$ cat config.mk
export PLATFORM = sky130hd
export DESIGN_NAME = lsfs_supervisor
export DESIGN_NICKNAME = d
export VERILOG_FILES = /design/src/verilog/lsfs_pkg.sv /design/src/verilog/lsfs_chan_if.sv /design/src/verilog/lsfs_sync.sv /design/src/verilog/lsfs_channel.sv /design/src/verilog/lsfs_supervisor.sv
export VERILOG_INCLUDE_DIRS = /design/src /design/src/verilog
export SDC_FILE = /design/constraint.sdc
export NUM_CORES = 1
export LEC_CHECK = 0
export ABC_AREA = 1
export BUFFER_PORTS_ARGS = -buffer_cell sky130_fd_sc_hd__buf_2
export CORE_AREA = 5 5 123 241
export DETAILED_ROUTE_END_ITERATION = 8
export DIE_AREA = 0 0 128 246
export GPL_TIMING_DRIVEN = 0
export PLACE_DENSITY = 0.89
export SLEW_MARGIN = 20
export SYNTH_ARGS = -nofsm -noshare
export SYNTH_HDL_FRONTEND = slang
export SYNTH_HIERARCHICAL = 1
export SYNTH_SLANG_ARGS = --single-unit
export TNS_END_PERCENT = 30
$ cat constraint.sdc
create_clock -name clock_in -period 3.6 [get_ports clock_in]
set_input_delay 0.36 -clock clock_in [delete_from_list [all_inputs] [get_ports clock_in]]
set_output_delay 0.36 -clock clock_in [all_outputs]
set_load 0.02 [all_outputs]
$ cat src/verilog/lsfs_consts.svh
// constants of the led string fault supervisor
`ifndef LSFS_CONSTS_SVH
`define LSFS_CONSTS_SVH

// clock rate in MHz
`define LSFS_CLK_MHZ          250
// shortened open time-out above the lower temperature threshold, in microseconds
`define LSFS_FAST_TIMEOUT_US  800
`define LSFS_FAST_TIMEOUT_CYC (`LSFS_FAST_TIMEOUT_US * `LSFS_CLK_MHZ)
// output short decision delay after power-up, in milliseconds
`define LSFS_SHORT_DELAY_MS   31
`define LSFS_SHORT_DELAY_CYC  (`LSFS_SHORT_DELAY_MS * 1000 * `LSFS_CLK_MHZ)
// pwm periods a channel fault must persist
`define LSFS_PWM_TIMEOUTS     3'h6
// current steps: 100%, 75%, 50%, 25%
`define LSFS_STEP_FULL        2'h0
`define LSFS_STEP_QUARTER     2'h3
// sync vector field positions
`define LSFS_SV_EN            0
`define LSFS_SV_PWM           1
`define LSFS_SV_OTL           2
`define LSFS_SV_OTU           3
`define LSFS_SV_COOL          4
`define LSFS_SV_OVP           5
`define LSFS_SV_OVPL          6
`define LSFS_SV_LX            7
`define LSFS_SV_CH            8

`endif

$ cat src/verilog/lsfs_pkg.sv
// types of the led string fault supervisor
package lsfs_pkg;
  typedef enum logic [1:0] {LSFS_OFF, LSFS_RUN, LSFS_OT_OFF, LSFS_LATCHED} lsfs_state_t;
  typedef logic [1:0] lsfs_step_t;
endpackage

$ cat src/verilog/lsfs_chan_if.sv
// carrier between the supervisor and one channel monitor
interface lsfs_chan_if;
  logic ce;
  logic clear;
  logic active;
  logic pwm_tick;
  logic open_arm;
  logic fast;
  logic below;
  logic at_target;
  logic short_hi;
  logic on;
  logic fault;
  modport sup  (output ce, clear, active, pwm_tick, open_arm, fast, below, at_target, short_hi,
                input on, fault);
  modport chan (input ce, clear, active, pwm_tick, open_arm, fast, below, at_target, short_hi,
                output on, fault);
endinterface

$ cat src/verilog/lsfs_sync.sv
// three-stage synchroniser that passes a bit once stages two and three agree
module lsfs_sync #(
  parameter int unsigned W = 1
) (
  input  wire logic         clock_in,
  input  wire logic         reset_in,
  input  wire logic         clk_en_in,
  input  wire logic [W-1:0] async_in,
  output logic      [W-1:0] sync_out
);
  logic [W-1:0] s1_q, s2_q, s3_q, out_q, out_d;

  always_comb
  begin
    for (int i = 0; i < W; i++)
    begin
      out_d[i] = (s2_q[i] == s3_q[i]) ? s3_q[i] : out_q[i];
    end
  end

  always_ff @(posedge clock_in or posedge reset_in)
  begin
    if (reset_in)
    begin
      s1_q  <= '0;
      s2_q  <= '0;
      s3_q  <= '0;
      out_q <= '0;
    end
    else if (clk_en_in)
    begin
      s1_q  <= async_in;
      s2_q  <= s1_q;
      s3_q  <= s2_q;
      out_q <= out_d;
    end
  end

  assign sync_out = out_q;
endmodule // lsfs_sync

$ cat src/verilog/lsfs_channel.sv
// per-channel good/open/short classification and time-out
`include "lsfs_consts.svh"
module lsfs_channel #(
  parameter int unsigned FAST_CYC = `LSFS_FAST_TIMEOUT_CYC
) (
  input  wire logic  clock_in,
  input  wire logic  reset_in,
  lsfs_chan_if.chan  ch
);
  localparam int unsigned FW = $clog2(FAST_CYC + 1);
  logic          good_q, good_d, on_q, on_d, flt_q, flt_d;
  logic [2:0]    cnt_q, cnt_d;
  logic [FW-1:0] fast_q, fast_d;
  logic          open_c, slow_c;

  always_comb
  begin
    open_c = ch.below & (good_q | ch.open_arm);
    slow_c = ch.short_hi | (open_c & ~ch.fast);
    good_d = good_q;
    on_d   = on_q;
    cnt_d  = cnt_q;
    fast_d = fast_q;
    flt_d  = 1'b0;
    if (ch.clear)
    begin
      good_d = 1'b0;
      on_d   = 1'b1;
      cnt_d  = 3'h0;
      fast_d = '0;
    end
    else if (on_q && ch.active)
    begin
      if (ch.at_target)
        good_d = 1'b1;
      if (!slow_c)
        cnt_d = 3'h0;
      else if (ch.pwm_tick)
        cnt_d = cnt_q + 3'h1;
      if (open_c && ch.fast)
        fast_d = fast_q + FW'(1);
      else
        fast_d = '0;
      // low channels without a short also time out once they were good or open_arm is set
      if (cnt_d == `LSFS_PWM_TIMEOUTS || fast_d == FW'(FAST_CYC))
      begin
        on_d  = 1'b0;
        flt_d = 1'b1;
      end
    end
  end

  always_ff @(posedge clock_in or posedge reset_in)
  begin
    if (reset_in)
    begin
      good_q <= 1'b0;
      on_q   <= 1'b1;
      flt_q  <= 1'b0;
      cnt_q  <= 3'h0;
      fast_q <= '0;
    end
    else if (ch.ce)
    begin
      good_q <= good_d;
      on_q   <= on_d;
      flt_q  <= flt_d;
      cnt_q  <= cnt_d;
      fast_q <= fast_d;
    end
  end

  assign ch.on    = on_q;
  assign ch.fault = flt_q;

  // ==========================================================================
  // checks
  property p_six_cycles;
    @(posedge clock_in) disable iff (reset_in)
    (ch.ce && !ch.clear && on_q && ch.active && ch.short_hi && ch.pwm_tick && cnt_q == 3'h5)
      |=> (!on_q && flt_q);
  endproperty
  a_six_cycles: assert property (p_six_cycles) else $error("short not timed out");

  property p_cnt_reset;
    @(posedge clock_in) disable iff (reset_in)
    (ch.ce && !ch.clear && on_q && ch.active && !ch.short_hi && !ch.below) |=> cnt_q == 3'h0;
  endproperty
  a_cnt_reset: assert property (p_cnt_reset) else $error("count kept after fault left");

  property p_stay_on;
    @(posedge clock_in) disable iff (reset_in)
    (ch.ce && !ch.clear && on_q && !ch.short_hi && !ch.below) |=> on_q;
  endproperty
  a_stay_on: assert property (p_stay_on) else $error("healthy channel dropped");

  c_chan_off: cover property (@(posedge clock_in) disable iff (reset_in) flt_q);
endmodule // lsfs_channel

$ cat src/verilog/lsfs_supervisor.sv
// led string fault supervisor: temperature, channel, overvoltage and output-short protection
`include "lsfs_consts.svh"
module lsfs_supervisor #(
  parameter int unsigned NUM_CH    = 6,
  parameter int unsigned FAST_CYC  = `LSFS_FAST_TIMEOUT_CYC,
  parameter int unsigned SHORT_CYC = `LSFS_SHORT_DELAY_CYC
) (
  input  wire logic              clock_in,
  input  wire logic              reset_in,
  input  wire logic              clk_en_in,
  input  wire logic              enable_in,
  input  wire logic              pwm_period_in,
  input  wire logic              temp_lower_in,
  input  wire logic              temp_upper_in,
  input  wire logic              temp_cooled_in,
  input  wire logic              output_overvoltage_limit_in,
  input  wire logic              ovp_sense_low_in,
  input  wire logic              boost_switch_node_fault_in,
  input  wire logic [NUM_CH-1:0] chan_below_target_in,
  input  wire logic [NUM_CH-1:0] chan_at_target_in,
  input  wire logic [NUM_CH-1:0] channel_pin_voltage_high_in,
  output logic      [NUM_CH-1:0] channel_enable_out,
  output logic                   boost_enable_out,
  output logic      [1:0]        current_step_out,
  output logic                   fault_flag_n_out,
  output logic                   fault_flag_oe_out,
  output logic                   shutdown_latched_out
);
  localparam int unsigned SW = 3 * NUM_CH + 8;
  localparam int unsigned TW = $clog2(SHORT_CYC + 1);

  // ==========================================================================
  // input synchronisation
  logic [SW-1:0]     async_v;
  logic [SW-1:0]     sync_v;
  logic              en_s, pwm_s, otl_s, otu_s, cool_s, ovp_s, ovpl_s, lx_s;
  logic [NUM_CH-1:0] below_s, at_s, hi_s;

  assign async_v = {channel_pin_voltage_high_in, chan_at_target_in, chan_below_target_in,
                    boost_switch_node_fault_in, ovp_sense_low_in, output_overvoltage_limit_in,
                    temp_cooled_in, temp_upper_in, temp_lower_in, pwm_period_in, enable_in};

  lsfs_sync #(
    .W (SW)
  ) u_sync (
    .clock_in  (clock_in),
    .reset_in  (reset_in),
    .clk_en_in (clk_en_in),
    .async_in  (async_v),
    .sync_out  (sync_v)
  );

  assign en_s    = sync_v[`LSFS_SV_EN];
  assign pwm_s   = sync_v[`LSFS_SV_PWM];
  assign otl_s   = sync_v[`LSFS_SV_OTL];
  assign otu_s   = sync_v[`LSFS_SV_OTU];
  assign cool_s  = sync_v[`LSFS_SV_COOL];
  assign ovp_s   = sync_v[`LSFS_SV_OVP];
  assign ovpl_s  = sync_v[`LSFS_SV_OVPL];
  assign lx_s    = sync_v[`LSFS_SV_LX];
  assign below_s = sync_v[`LSFS_SV_CH +: NUM_CH];
  assign at_s    = sync_v[`LSFS_SV_CH + NUM_CH +: NUM_CH];
  assign hi_s    = sync_v[`LSFS_SV_CH + 2 * NUM_CH +: NUM_CH];

  // ==========================================================================
  // supervisor state
  lsfs_pkg::lsfs_state_t state_q, state_d;
  lsfs_pkg::lsfs_step_t  step_q, step_d;
  logic                  flag_q, flag_d;
  logic                  seen_q, seen_d;
  logic                  arm_q, arm_d;
  logic                  pwm_prev_q, pwm_prev_d;
  logic                  up_prev_q, up_prev_d;
  logic [TW-1:0]         tmr_q, tmr_d;
  logic                  tmr_done, short_ind, pwm_tick;
  logic [NUM_CH-1:0]     on_v, fault_v;

  assign tmr_done = (tmr_q == TW'(SHORT_CYC));
  assign pwm_tick = pwm_s & ~pwm_prev_q;
  // a collapse of the sense only counts once it has been above the dip level
  assign short_ind = lx_s | (arm_q & ovpl_s);

  always_comb
  begin
    state_d    = state_q;
    step_d     = step_q;
    flag_d     = flag_q;
    seen_d     = seen_q;
    arm_d      = arm_q;
    tmr_d      = tmr_q;
    pwm_prev_d = pwm_s;
    up_prev_d  = otu_s;
    if (!en_s && state_q != lsfs_pkg::LSFS_LATCHED)
    begin
      // re-enable restarts everything except a permanent shutdown
      state_d = lsfs_pkg::LSFS_OFF;
      step_d  = `LSFS_STEP_FULL;
      flag_d  = 1'b0;
      seen_d  = 1'b0;
      arm_d   = 1'b0;
      tmr_d   = '0;
    end
    else
    begin
      flag_d = flag_q | (|fault_v) | short_ind | ovp_s | (otu_s & ~up_prev_q);
      if (!ovpl_s)
        arm_d = 1'b1;
      if (short_ind)
        seen_d = 1'b1;
      if (!tmr_done)
        tmr_d = tmr_q + TW'(1);
      unique case (state_q)
        lsfs_pkg::LSFS_OFF:
          state_d = lsfs_pkg::LSFS_RUN;
        lsfs_pkg::LSFS_RUN:
          if (seen_q && tmr_done)
            state_d = lsfs_pkg::LSFS_LATCHED;
          else if (otu_s)
          begin
            state_d = lsfs_pkg::LSFS_OT_OFF;
            if (step_q != `LSFS_STEP_QUARTER)
              step_d = step_q + 2'h1;
          end
        lsfs_pkg::LSFS_OT_OFF:
          if (seen_q && tmr_done)
            state_d = lsfs_pkg::LSFS_LATCHED;
          else if (cool_s && !otu_s)
            state_d = lsfs_pkg::LSFS_RUN;
        lsfs_pkg::LSFS_LATCHED:
          state_d = lsfs_pkg::LSFS_LATCHED;
      endcase
    end
  end

  always_ff @(posedge clock_in or posedge reset_in)
  begin
    if (reset_in)
    begin
      state_q    <= lsfs_pkg::LSFS_OFF;
      step_q     <= `LSFS_STEP_FULL;
      flag_q     <= 1'b0;
      seen_q     <= 1'b0;
      arm_q      <= 1'b0;
      pwm_prev_q <= 1'b0;
      up_prev_q  <= 1'b0;
      tmr_q      <= '0;
    end
    else if (clk_en_in)
    begin
      state_q    <= state_d;
      step_q     <= step_d;
      flag_q     <= flag_d;
      seen_q     <= seen_d;
      arm_q      <= arm_d;
      pwm_prev_q <= pwm_prev_d;
      up_prev_q  <= up_prev_d;
      tmr_q      <= tmr_d;
    end
  end

  // ==========================================================================
  // channel monitors
  for (genvar i = 0; i < NUM_CH; i++)
  begin : g_ch
    lsfs_chan_if u_if ();
    assign u_if.ce        = clk_en_in;
    assign u_if.clear     = (state_q == lsfs_pkg::LSFS_OFF);
    assign u_if.active    = (state_q == lsfs_pkg::LSFS_RUN);
    assign u_if.pwm_tick  = pwm_tick;
    assign u_if.open_arm  = ovp_s | otl_s;
    assign u_if.fast      = otl_s;
    assign u_if.below     = below_s[i];
    assign u_if.at_target = at_s[i];
    assign u_if.short_hi  = hi_s[i];
    assign on_v[i]        = u_if.on;
    assign fault_v[i]     = u_if.fault;

    lsfs_channel #(
      .FAST_CYC (FAST_CYC)
    ) u_ch (
      .clock_in (clock_in),
      .reset_in (reset_in),
      .ch       (u_if.chan)
    );
  end

  // ==========================================================================
  // outputs
  // all current sources are forced off while the boost is off
  assign channel_enable_out   = boost_enable_out ? on_v : '0;
  assign boost_enable_out     = (state_q == lsfs_pkg::LSFS_RUN);
  assign current_step_out     = step_q;
  assign fault_flag_n_out     = 1'b0;
  assign fault_flag_oe_out    = flag_q;
  assign shutdown_latched_out = (state_q == lsfs_pkg::LSFS_LATCHED);

  // ==========================================================================
  // checks
  property p_ot_off;
    @(posedge clock_in) disable iff (reset_in)
    (clk_en_in && en_s && state_q == lsfs_pkg::LSFS_RUN && otu_s && !(seen_q && tmr_done))
      |=> (!boost_enable_out && channel_enable_out == '0);
  endproperty
  a_ot_off: assert property (p_ot_off) else $error("upper trip did not stop output");

  property p_restart;
    @(posedge clock_in) disable iff (reset_in)
    (clk_en_in && en_s && state_q == lsfs_pkg::LSFS_OT_OFF && cool_s && !otu_s
     && !(seen_q && tmr_done)) |=> boost_enable_out;
  endproperty
  a_restart: assert property (p_restart) else $error("no restart after cooling");

  property p_step;
    @(posedge clock_in) disable iff (reset_in)
    (clk_en_in && en_s && state_q == lsfs_pkg::LSFS_RUN && otu_s && !(seen_q && tmr_done)
     && step_q != 2'h3) |=> current_step_out == $past(step_q) + 2'h1;
  endproperty
  a_step: assert property (p_step) else $error("current not stepped down");

  property p_floor;
    @(posedge clock_in) disable iff (reset_in)
    (en_s && step_q == 2'h3) |=> (current_step_out == 2'h3 || !$past(en_s, 1) || !en_s);
  endproperty
  a_floor: assert property (p_floor) else $error("current left lowest step");

  property p_active;
    @(posedge clock_in) disable iff (reset_in)
    (clk_en_in && en_s) |=> state_q != lsfs_pkg::LSFS_OFF;
  endproperty
  a_active: assert property (p_active) else $error("enabled device went idle");

  property p_flag_hold;
    @(posedge clock_in) disable iff (reset_in)
    (flag_q && en_s) |=> fault_flag_oe_out;
  endproperty
  a_flag_hold: assert property (p_flag_hold) else $error("fault flag dropped");

  property p_flag_set;
    @(posedge clock_in) disable iff (reset_in)
    (clk_en_in && en_s && (|fault_v)) |=> fault_flag_oe_out;
  endproperty
  a_flag_set: assert property (p_flag_set) else $error("channel fault not flagged");

  property p_latch;
    @(posedge clock_in) disable iff (reset_in)
    (clk_en_in && en_s && state_q == lsfs_pkg::LSFS_RUN && seen_q && tmr_done)
      |=> shutdown_latched_out ##1 shutdown_latched_out;
  endproperty
  a_latch: assert property (p_latch) else $error("output short not latched off");

  property p_dip;
    @(posedge clock_in) disable iff (reset_in)
    (clk_en_in && en_s && arm_q && ovpl_s) |=> (seen_q && fault_flag_oe_out);
  endproperty
  a_dip: assert property (p_dip) else $error("sense dip not recorded");

  property p_dis_clear;
    @(posedge clock_in) disable iff (reset_in)
    (clk_en_in && !en_s && state_q != lsfs_pkg::LSFS_LATCHED)
      |=> (!fault_flag_oe_out && current_step_out == 2'h0 && !boost_enable_out);
  endproperty
  a_dis_clear: assert property (p_dis_clear) else $error("disable did not clear");

  property p_no_early_latch;
    @(posedge clock_in) disable iff (reset_in)
    (clk_en_in && !tmr_done && state_q != lsfs_pkg::LSFS_LATCHED) |=> !shutdown_latched_out;
  endproperty
  a_no_early_latch: assert property (p_no_early_latch) else $error("latched too early");

  property p_ot_hold;
    @(posedge clock_in) disable iff (reset_in)
    (clk_en_in && en_s && state_q == lsfs_pkg::LSFS_OT_OFF && otu_s && !(seen_q && tmr_done))
      |=> (state_q == lsfs_pkg::LSFS_OT_OFF && current_step_out == $past(step_q));
  endproperty
  a_ot_hold: assert property (p_ot_hold) else $error("hot state left or stepped");

  property p_ot_flag;
    @(posedge clock_in) disable iff (reset_in)
    (clk_en_in && en_s && otu_s && !up_prev_q) |=> fault_flag_oe_out;
  endproperty
  a_ot_flag: assert property (p_ot_flag) else $error("upper trip not flagged");

  property p_ovp_flag;
    @(posedge clock_in) disable iff (reset_in)
    (clk_en_in && en_s && ovp_s) |=> fault_flag_oe_out;
  endproperty
  a_ovp_flag: assert property (p_ovp_flag) else $error("overvoltage not flagged");

  property p_latched_stay;
    @(posedge clock_in) disable iff (reset_in)
    shutdown_latched_out |=> shutdown_latched_out;
  endproperty
  a_latched_stay: assert property (p_latched_stay) else $error("shutdown released");

  c_ot_cycle: cover property (@(posedge clock_in) disable iff (reset_in)
    state_q == lsfs_pkg::LSFS_OT_OFF ##1 state_q == lsfs_pkg::LSFS_RUN);
  c_quarter: cover property (@(posedge clock_in) disable iff (reset_in) step_q == 2'h3);
  c_latched: cover property (@(posedge clock_in) disable iff (reset_in) shutdown_latched_out);
endmodule // lsfs_supervisor

==> flow_summary_export.csv <==
group,metric,value,unit
worst_setup_path,path_cells,"or2_2 > inv_1 > nand2_2 > nand3_2 > inv_2 > buf_4 > nand2_1 > nor2_2 > nand2_1 > nor3_2 > nand2_1 > nand2_1 > nor2_1",
sta,tightest_slew,1.062,ns
sta,fin_crit,3.050,ns
clock_network,cts_tree,"built",
drt,avgRoutedWirePerCell,16.61,um
worst_setup_path,worst-setup-path-type,"reg -> reg",
sta,fmaxAchievable,0.3278,GHz
synth,synth_warnings,6,
floorplanning,die_y,246,um
synth,synthDistinctLibCells,41,
drt,num_vias,15450,
clock_network,htreeDepth,1,
drt,dr.first_iter.drc_count,1391,
worst_setup_path,crit_path_end_kind,"flop",
sta,relSlewSlack,29.20,%
synth,synthTopCellsByCount,"nand2_1, inv_1, dfrtp_1",
synth,synthTopCellsByArea,"dfrtp_1, nand2_1, inv_1",
clock_network,cts_root_buf,"clkbuf_16",
grt,grt-ovfl-total,0,
sta,drv_slew,0,
outcome,run_status,"completed",
min_path,hp-class,"in -> reg",
floorplanning,core-area,27550,um^2
sta,clock_skew,0.008042,ns
clock_network,insertion_delay,0.54,ns
synth,ys_ff_latch,280,
synth,synth_top_area_share,41.66,%
drt,dr.pass1.iters,6,
worst_setup_path,worst-path-max-fanout,21,
grt,grt_max_degree,74,
placement,portBuffers,39,
flow_run,cap_violations,0,
synth,synth_area,16460,um^2
floorplanning,rows,86,
grt,grt_antenna_before_repair,0,
finish,drive_above_1_share,13.41,%
worst_setup_path,worstSetupStartpointType,"flop",
drt,via_per_inst,5.751,
clock_network,clkTransAtPathRegs,0.07,ns
finish,antenna_cells,0,
floorplanning,start_util,59.75,%
finish,layout.nets,2358,
floorplanning,io_pins,41,
placement,gp_congestion,0.9514,
placement,hpwl,32350,um
drt,ant_nets,0,
synth,synth_top_cell_by_area,"dfrtp_1",
synth,synthFlopType,"dfrtp_1",
synth,synthArstFlopShare,100.0,%
grt,track_usage,28.64,%
clock_network,cts_buffers,26,
floorplanning,dieArea,31490,um^2
worst_setup_path,ff2ff_setup_slack,0.55,ns
synth,seq_area_frac_synth,42.62,%
finish,utilization,65.56,%
sta,min_period_over_period,84.73,%
sta,rsz0062_at_grt,"no",
pwr,vdd_drop_max,0.0005356,V
clock_network,cts_sinks,280,
worst_setup_path,path_common_cell,"nand2_1",
drt,drc,0,
worst_setup_path,cp.arrival,3.53,ns
synth,syn_area_per_cell,7.338,um^2
worst_setup_path,max_stage_delay,1.04,ns
synth,synth_edf_count,0,
clock_network,clock_path_buffers,3,
synth,synthesis.nets,2287,
clock_network,ctsHoldBuffers,1,
synth,synthCells,2243,
pwr,leakagePower,8.844,nW
pwr,power.density,451.5,nW/um^2
grt,grt_pass1_wl,73800,um
sta,setup_viol,0,
pwr,finalPower,0.008154,W
grt,grt_pass1_vias,15800,
drt,wl,44600,um
sta,finalHoldViolCount,0,
clock_network,post_cts_buffers,0,
clock_network,post_cts_resized,0,
synth,yosysMostFrequentCell,"nand2_1",
floorplanning,die_x,128,um
worst_setup_path,crit_slowest_cell,"dfrtp_1",
finish,area_growth,9.731,%
worst_setup_path,worstPathRequired,4.08,ns
path summary, 6_finish.rpt:
check	from	endpoint	cells past startpoint
worst max register to register	u_sync/sync_out[2]	g_ch[0].u_ch/ch.on	13
worst min-delay path	channel_pin_voltage_high_in[2]	u_sync/s1_q[22]	3
max in group asynchronous	reset_in	g_ch[2].u_ch/fast_q[15]	3
worst max-delay path	u_sync/sync_out[2]	g_ch[0].u_ch/ch.on	13
worst min register to register	up_prev_q	up_prev_q	2
min in group asynchronous	reset_in	u_sync/sync_out[13]	3
power by group:
| group | internal [W] | total [W] | switching, W |
|---|---|---|---|
| sequential | 0.00339 | 0.00363 | 0.000238 |
| combinational | 0.000426 | 0.00163 | 0.00121 |
| clock | 0.00168 | 0.00289 | 0.00122 |
| total | 0.00549 | 0.00815 | 0.00266 |
placed cells by master (no fill, tap or decap), drive strengths merged:
master,count
a21o,1
a21oi,47
a32o,18
buf,85
bufinv,3
clkbuf,50
clkinv,8
conb,1
dfrtp,274
dfstp,6
dlygate4sd3,1
ha,15
inv,372
nand2,692
nand3,173
nand3b,1
nand4,67
nor2,269
nor3,12
nor3b,3
nor4,2
o21ai,137
o21bai,1
o22ai,54
o31ai,12
o32ai,12
or2,1
xor2,17
routing by layer:
metal  track usage, %  vias to the layer above  routed length, um
li1                 -                     7300                  -
met1            29.81                     7366              15640
met2            52.83                      571              23840
met3            3.103                      211               2085
met4            19.38                        0               3041
met5                0                        -                  0
state kept, by name, indices dropped and copies added, names as in the netlist:
name and flops:
current_step_out 2, state_q 2, u_sync/s3_q 26, g_ch.u_ch/fast_q 108, g_ch.u_ch/cnt_q 18, g_ch.u_ch/ch.on 6
g_ch.u_ch/ch.fault 6, pwm_prev_q 1, up_prev_q 1, u_sync/s2_q 26, u_sync/s1_q 26, fault_flag_oe_out 1
g_ch.u_ch/good_q 6, seen_q 1, tmr_q 23, arm_q 1, u_sync/sync_out 26
critical path: cells and delay by family (launching register included):
family / cells / cell delay, ns
simple gates: 10 / 1.51
flops: 1 / 1.04
buf+inv: 3 / 0.41
per-stage QoR:
stage | setup TNS [ns] | cells | cell area (um^2) | hold slack [ns] | setup slack (ns)
CTS | 0 | 2686 | 18060 | 0.008730 | 0.6490
floorplan | 0 | 2243 | 16460 | 0.3739 | 0.5078
finish | 0 | 2686 | 18060 | 0.02948 | 0.5497
detailed placement | 0 | 2637 | 17160 | 0.4720 | 0.6762
global placement | -68.20 | 2634 | 17090 | 0.4538 | -0.6659
global route | 0 | 2686 | 18060 | 0.02492 | 0.4619
cell families after synthesis:
| kind of cell | share of synthesized area (%) |
|---|---|
| adders and majority gates | 1.140 |
| AOI/OAI and AO/OA | 10.38 |
| and+or+nand+nor | 34.13 |
| other | 0.02278 |
| DFF | 42.62 |
| xor gates and xnor gates | 0.9047 |
| buffers and inverters | 10.80 |
area by class of cell:
| type | count | area [um^2] |
|---|---|---|
| buffer | 55 | 374.1 |
| clock buffer | 38 | 757.0 |
| clock inverter | 10 | 132.6 |
| fill | 2243 | 9487 |
| inverter | 373 | 1408 |
| multi-input combinational | 1535 | 7675 |
| sequential | 280 | 7014 |
| tap | 352 | 440.4 |
| timing repair buffer | 43 | 259.0 |
No activity file was read; power rests on OpenSTA's default activity.
